File: src/jkx_cfg.svh
`ifndef JKX_CFG_SVH
`define JKX_CFG_SVH

// three-valued signal codes; the spare code 2'h3 is read as unknown
`define JKX_V0 2'h0
`define JKX_V1 2'h1
`define JKX_VX 2'h2

// initial state select codes
`define JKX_INIT_ZERO 2'h0
`define JKX_INIT_ONE 2'h1
`define JKX_INIT_UNK 2'h2

// reset values
`define JKX_STATE_RST `JKX_VX
`define JKX_SYNC_RST 2'h0

`endif

File: src/jkx_pkg.sv
`default_nettype none
package jkx_pkg;
  // two-bit carrier for a 0 / 1 / unknown value
  typedef logic [1:0] jkx_tri_t;
endpackage : jkx_pkg
`default_nettype wire

File: src/jkx_next_state.sv
`timescale 1ns/1ps
`default_nettype none
`include "jkx_cfg.svh"
module jkx_next_state (
  input wire jkx_pkg::jkx_tri_t j_i,
  input wire jkx_pkg::jkx_tri_t k_i,
  input wire jkx_pkg::jkx_tri_t old_i,
  output jkx_pkg::jkx_tri_t next_o
);
  import jkx_pkg::*;

  // ****************************************
  // three-valued next-state table
  // ****************************************
  function automatic jkx_tri_t norm(input jkx_tri_t v);
    norm = (v == `JKX_V0 || v == `JKX_V1) ? v : `JKX_VX;
  endfunction : norm

  jkx_tri_t j_n;
  jkx_tri_t k_n;
  jkx_tri_t o_n;

  assign j_n = norm(j_i);
  assign k_n = norm(k_i);
  assign o_n = norm(old_i);

  always_comb begin
    next_o = `JKX_VX;
    case ({j_n, k_n})
      {`JKX_V0, `JKX_V0}: next_o = o_n;
      {`JKX_V0, `JKX_V1}: next_o = `JKX_V0;
      {`JKX_V1, `JKX_V0}: next_o = `JKX_V1;
      {`JKX_V1, `JKX_V1}: begin
        // unknown stays unknown on invert
        if (o_n == `JKX_V0) begin
          next_o = `JKX_V1;
        end else if (o_n == `JKX_V1) begin
          next_o = `JKX_V0;
        end else begin
          next_o = `JKX_VX;
        end
      end
      {`JKX_V0, `JKX_VX}: next_o = (o_n == `JKX_V0) ? `JKX_V0 : `JKX_VX;
      {`JKX_V1, `JKX_VX}: next_o = (o_n == `JKX_V0) ? `JKX_V1 : `JKX_VX;
      {`JKX_VX, `JKX_V0}: next_o = (o_n == `JKX_V1) ? `JKX_V1 : `JKX_VX;
      {`JKX_VX, `JKX_V1}: next_o = (o_n == `JKX_V1) ? `JKX_V0 : `JKX_VX;
      default: next_o = `JKX_VX;
    endcase
  end
endmodule : jkx_next_state
`default_nettype wire

File: src/jkx_top.sv
`timescale 1ns/1ps
`default_nettype none
`include "jkx_cfg.svh"
module jkx_top (
  input wire logic ref_clk_i,
  input wire logic resetn_i,
  input wire jkx_pkg::jkx_tri_t j_i,
  input wire jkx_pkg::jkx_tri_t k_i,
  input wire logic jk_clk_i,
  input wire logic set_i,
  input wire logic clear_i,
  input wire logic [1:0] initial_state_select_i,
  output jkx_pkg::jkx_tri_t out_o,
  output jkx_pkg::jkx_tri_t out_n_o
);
  import jkx_pkg::*;

  // ****************************************
  // reset release
  // ****************************************
  logic [1:0] rst_sync_q;
  logic rst_n;

  always_ff @(posedge ref_clk_i or negedge resetn_i) begin
    if (!resetn_i) begin
      rst_sync_q <= `JKX_SYNC_RST;
    end else begin
      rst_sync_q <= {rst_sync_q[0], 1'b1};
    end
  end

  assign rst_n = rst_sync_q[1];

  // ****************************************
  // clock edge detect
  // ****************************************
  logic jk_clk_q;
  logic jk_rise;

  always_ff @(posedge ref_clk_i or negedge rst_n) begin
    if (!rst_n) begin
      // starting high stops a held-high clock counting as an edge
      jk_clk_q <= 1'b1;
    end else begin
      jk_clk_q <= jk_clk_i;
    end
  end

  assign jk_rise = jk_clk_i && !jk_clk_q;

  // ****************************************
  // stored state
  // ****************************************
  jkx_tri_t state_q;
  jkx_tri_t state_nx;
  logic init_done_q;
  logic forced;

  assign forced = set_i || clear_i;

  jkx_next_state u_next (
    .j_i(j_i),
    .k_i(k_i),
    .old_i(state_q),
    .next_o(state_nx)
  );

  always_ff @(posedge ref_clk_i or negedge rst_n) begin
    if (!rst_n) begin
      init_done_q <= 1'b0;
    end else begin
      init_done_q <= 1'b1;
    end
  end

  always_ff @(posedge ref_clk_i or negedge rst_n) begin
    if (!rst_n) begin
      state_q <= `JKX_STATE_RST;
    end else if (!init_done_q) begin
      // initial state is caught once, after reset release
      case (initial_state_select_i)
        `JKX_INIT_ZERO: state_q <= `JKX_V0;
        `JKX_INIT_ONE: state_q <= `JKX_V1;
        default: state_q <= `JKX_VX;
      endcase
    end else if (set_i && clear_i) begin
      state_q <= `JKX_VX;
    end else if (set_i) begin
      state_q <= `JKX_V1;
    end else if (clear_i) begin
      state_q <= `JKX_V0;
    end else if (jk_rise) begin
      state_q <= state_nx;
    end
  end

  // ****************************************
  // outputs
  // ****************************************
  // combinational override so set and clear act without waiting for an edge
  always_comb begin
    if (set_i && clear_i) begin
      out_o = `JKX_VX;
    end else if (set_i) begin
      out_o = `JKX_V1;
    end else if (clear_i) begin
      out_o = `JKX_V0;
    end else if (state_q == `JKX_V0 || state_q == `JKX_V1) begin
      out_o = state_q;
    end else begin
      out_o = `JKX_VX;
    end
  end

  always_comb begin
    case (out_o)
      `JKX_V0: out_n_o = `JKX_V1;
      `JKX_V1: out_n_o = `JKX_V0;
      default: out_n_o = `JKX_VX;
    endcase
  end
endmodule : jkx_top
`default_nettype wire

File: config.mk
export PLATFORM = sky130hd
export DESIGN_NAME = jkx_top
export DESIGN_NICKNAME = d
export VERILOG_FILES = /design/src/jkx_pkg.sv /design/src/jkx_next_state.sv /design/src/jkx_top.sv
export VERILOG_INCLUDE_DIRS = /design/src
export SDC_FILE = /design/constraint.sdc
export NUM_CORES = 1
export LEC_CHECK = 0
export BUFFER_PORTS_ARGS = -buffer_cell sky130_fd_sc_hd__buf_4
export CAP_MARGIN = 20
export CORE_AREA = 3 3 40 42
export CTS_BUF_LIST = sky130_fd_sc_hd__clkbuf_2
export DETAILED_ROUTE_END_ITERATION = 10
export DIE_AREA = 0 0 43 45
export GPL_TIMING_DRIVEN = 1
export SLEW_MARGIN = 20
export SYNTH_ARGS = -nofsm -noshare
export SYNTH_HDL_FRONTEND = slang
export SYNTH_SLANG_ARGS = --single-unit
File: constraint.sdc
create_clock -name ref_clk_i -period 0.84 [get_ports ref_clk_i]
set_input_delay 0.042 -clock ref_clk_i [delete_from_list [all_inputs] [get_ports ref_clk_i]]
set_output_delay 0.042 -clock ref_clk_i [all_outputs]
set_load 0.01 [all_outputs]
==> key figures <==
Status
  • Violations in the final reports: setup timing
  • Run status: finished, violations left

Critical path
  • Most repeated library cell on the critical path: sky130_fd_sc_hd__nor2_2
  • Cells along the critical path: inv_2 > a21oi_4 > nor2_2 > nor2_2 > buf_4
  • Required time reported for the critical path endpoint: 0.80 ns
  • Critical Path Sink Type: output pin
  • Timing startpoint of the critical path: state_q[1]
  • Delay of the slowest critical-path stage: 0.55 ns
  • Startpoint of the worst-slack reg-to-reg timing path: state_q[1]
  • Class of the most critical setup path: flop to output pin
  • Largest driver fanout on the critical path: 3
  • Data arrival time of the critical path: 1.19 ns
  • Slowest-stage cell, CP: sky130_fd_sc_hd__dfstp_2
  • Kind of start point of the critical path: flop

Global route
  • Maximum number of pins on one net before global-route repair: 5
  • Vias in the first global route: 323
  • Overall global routing resource usage: 8.39%
  • Initial antenna violation count: 0
  • Final global-route overflow total: 0
  • First-pass GRT wire length: 1190 microns

Yosys
  • Synthesized instance count: 35
  • Largest cells by area after synthesis: sky130_fd_sc_hd__dfrtp_1, sky130_fd_sc_hd__dfstp_2, sky130_fd_sc_hd__nand2_1, sky130_fd_sc_hd__a21oi_1, sky130_fd_sc_hd__a2111oi_2
  • Cell variety after synth: 16
  • Mapped Avg Cell Area: 8.90 sq um
  • Post-synth top area share: 32.1%
  • Most frequent cell after synthesis: sky130_fd_sc_hd__nand2_1
  • Number of enable-type register cells in the synthesized netlist: 0
  • Leading area contributor after synthesis: sky130_fd_sc_hd__dfrtp_1
  • Proportion of synthesized chip area in sequential cells: 49.0%
  • Warnings, synthesis: 0
  • Primary flip-flop cell chosen by synthesis mapping: sky130_fd_sc_hd__dfrtp_1
  • Number of register bits inferred by synthesis: 6
  • Fraction of synthesis flops using an asynchronous set or reset pin: 100%
  • Syn Std Cell Area: 312 sq um
  • Leading cell types by count after synthesis: sky130_fd_sc_hd__nand2_1, sky130_fd_sc_hd__dfrtp_1, sky130_fd_sc_hd__nor2_1

Floorplan
  • Initial cell density of the core: 24.2%
  • Core ar.: 1280 sq um
  • Width of the die: 43 microns
  • Number of placement rows: 13
  • Die span in y: 45 microns
  • Ports placed on the boundary: 15
  • Area of the die: 1940 sq um

Place
  • RD Place Congestion: 0.687
  • Post-DP HPWL: 596 microns
  • Placed Area: 488 sq um
  • Post-placement worst setup slack: -0.326 ns
  • Buffers added on ports: 14
  • Dpl cells: 70

Clocking
  • TritonCTS clock tree: built
  • Max H-tree Level: 1
  • CTS buffer count: 3
  • Num Clock Sinks: 6
  • Clock latency on the worst-skew pair: 0.21 ns
  • Number of buffers between clock root and the deepest sink: 2
  • Root Buffer: sky130_fd_sc_hd__clkbuf_2
  • Clock transition time at the flip-flop clock pins of the worst setup and hold paths: 0.06 ns

Power
  • Maximum vdd drop: 0.000779 V
  • Static leakage power: 0.281 nW
  • Power Dens Cells: 1320 nW/um^2

Finish
  • Share of layout cells above drive strength 1: 63.5%
  • Post-layout net count: 76
  • Fill cell instance count of the final layout: 137
  • Design Area, Final: 586 sq um
  • Combined area of the multi-input logic cells: 201 sq um
  • Area growth, synth to finish: 88.0%
  • Sequential cell area: 154 sq um
  • Count of inserted antenna diode cells: 0
  • Non-filler instance count after layout: 78
  • Final Util: 45.6%

Timing
  • Post-route clock period utilization: 146%
  • Setup TNS: -2.01 ns
  • Endpoints failing hold: 0
  • Post-route worst setup slack: -0.388 ns
  • Clock period minus final worst setup slack: 1.23 ns
  • Worst setup skew after layout: 0.00155 ns
  • Peak Freq: 0.815 GHz
  • Setup repair after global routing missed its margin: yes
  • Count of final setup violators: 6
  • Count of final max-slew check failures: 0

Routing
  • Drt initial violations: 2
  • Mean number of vias per cell: 4.46
  • Total vias in the final route: 348
  • Post-Route WL: 775 microns
  • Pre-Repair DR Iteration Count: 3
  • Number of nets with antenna violations after detailed routing: 0
  • Remaining DRCs: 0
  • Detail-routed net length per standard cell: 9.94 microns

Worst hold path
  • Type of the most critical hold path: flop to async pin

Run
  • Maximum Capacitance Violations: 0
[report_power, final]
part	internal [mW]	total [mW]	switching (mW)
clock network	0.0967	0.191	0.0941
registers	0.316	0.339	0.0229
logic	0.143	0.245	0.101
total	0.556	0.775	0.218
[critical path: cells and delay by family (launching register included)]
family	cells	cell delay, ns
AO/OA/AOI/OAI	1	0.13
buffers and inverters	2	0.17
flip-flops	1	0.55
AND/OR/NAND/NOR	2	0.13
[kinds of logic after synthesis]
logic type,after synthesis,share of synthesized area (%)
AND/OR/NAND/NOR,16,22.1
AO/OA/AOI/OAI,8,19.3
buffers and inverters,2,2.41
XOR/XNOR,1,2.81
other,1,1.20
flip-flops,6,49.0
multiplexers,1,3.21
[placed cells by master (no fill, tap or decap), types with 2 or more instances in the layout]
cell,instances
sky130_fd_sc_hd__dfstp_2,2
sky130_fd_sc_hd__buf_4,21
sky130_fd_sc_hd__conb_1,2
sky130_fd_sc_hd__dlygate4sd3_1,2
sky130_fd_sc_hd__nand2_1,5
sky130_fd_sc_hd__nand2b_1,2
sky130_fd_sc_hd__dfrtp_1,3
sky130_fd_sc_hd__nor2_1,2
sky130_fd_sc_hd__clkbuf_2,3
sky130_fd_sc_hd__nand2_2,3
sky130_fd_sc_hd__nor2_2,2
[per-layer routing]
| layer | share of wire [%] | wire length [microns] | GRT usage (%) |
|---|---|---|---|
| met5 | 0 | 0 | 0 |
| met1 | 39 | 301 | 8.13 |
| met2 | 50 | 390 | 15.0 |
| met3 | 11 | 83 | 4.38 |
| met4 | 0 | 0 | 3.61 |
[what timing repair did]
item / in CTS / in global routing
hold endpoints to repair: 3 / 0
setup buffers: 2 / 1
hold buffers: 2 / 0
resized for setup: 8 / 4
pin swaps: 7 / 4
endpoints found under the setup margin: 6 / 6
[per-stage QoR]
step                hold WS, ns  power (mW)
finish                   0.0569       0.775
global route             0.0748       0.838
CTS                      0.0668       0.764
detailed placement       -0.174       0.525
global placement         -0.175       0.524
floorplan                -0.254       0.416
[registers in the layout, indices dropped and copies added (netlist names)]
| name | cells |
|---|---|
| init_done_q | 1 |
| jk_clk_q | 1 |
| rst_sync_q | 2 |
| state_q | 2 |
[worst paths after layout]
kind | end | slack [ns] | depth (start not counted)
min in group ref_clk_i | state_q[1] | 0.15 | 3
min reg2reg | state_q[0] | 0.06 | 0
max | out_n_o[0] | -0.39 | 5
min | state_q[0] | 0.06 | 0
max in group asynchronous | state_q[1] | 0.55 | 0
max reg2reg | state_q[0] | -0.38 | 5
[cell type report]
class	count	area share, %
repair buffers	24	32.3
flip-flops and latches	6	26.3
well taps	15	3.21
clock buffers	3	2.56
multi-input cells	28	34.4
inverters	2	1.28
Power figures use the tool's default switching activity.
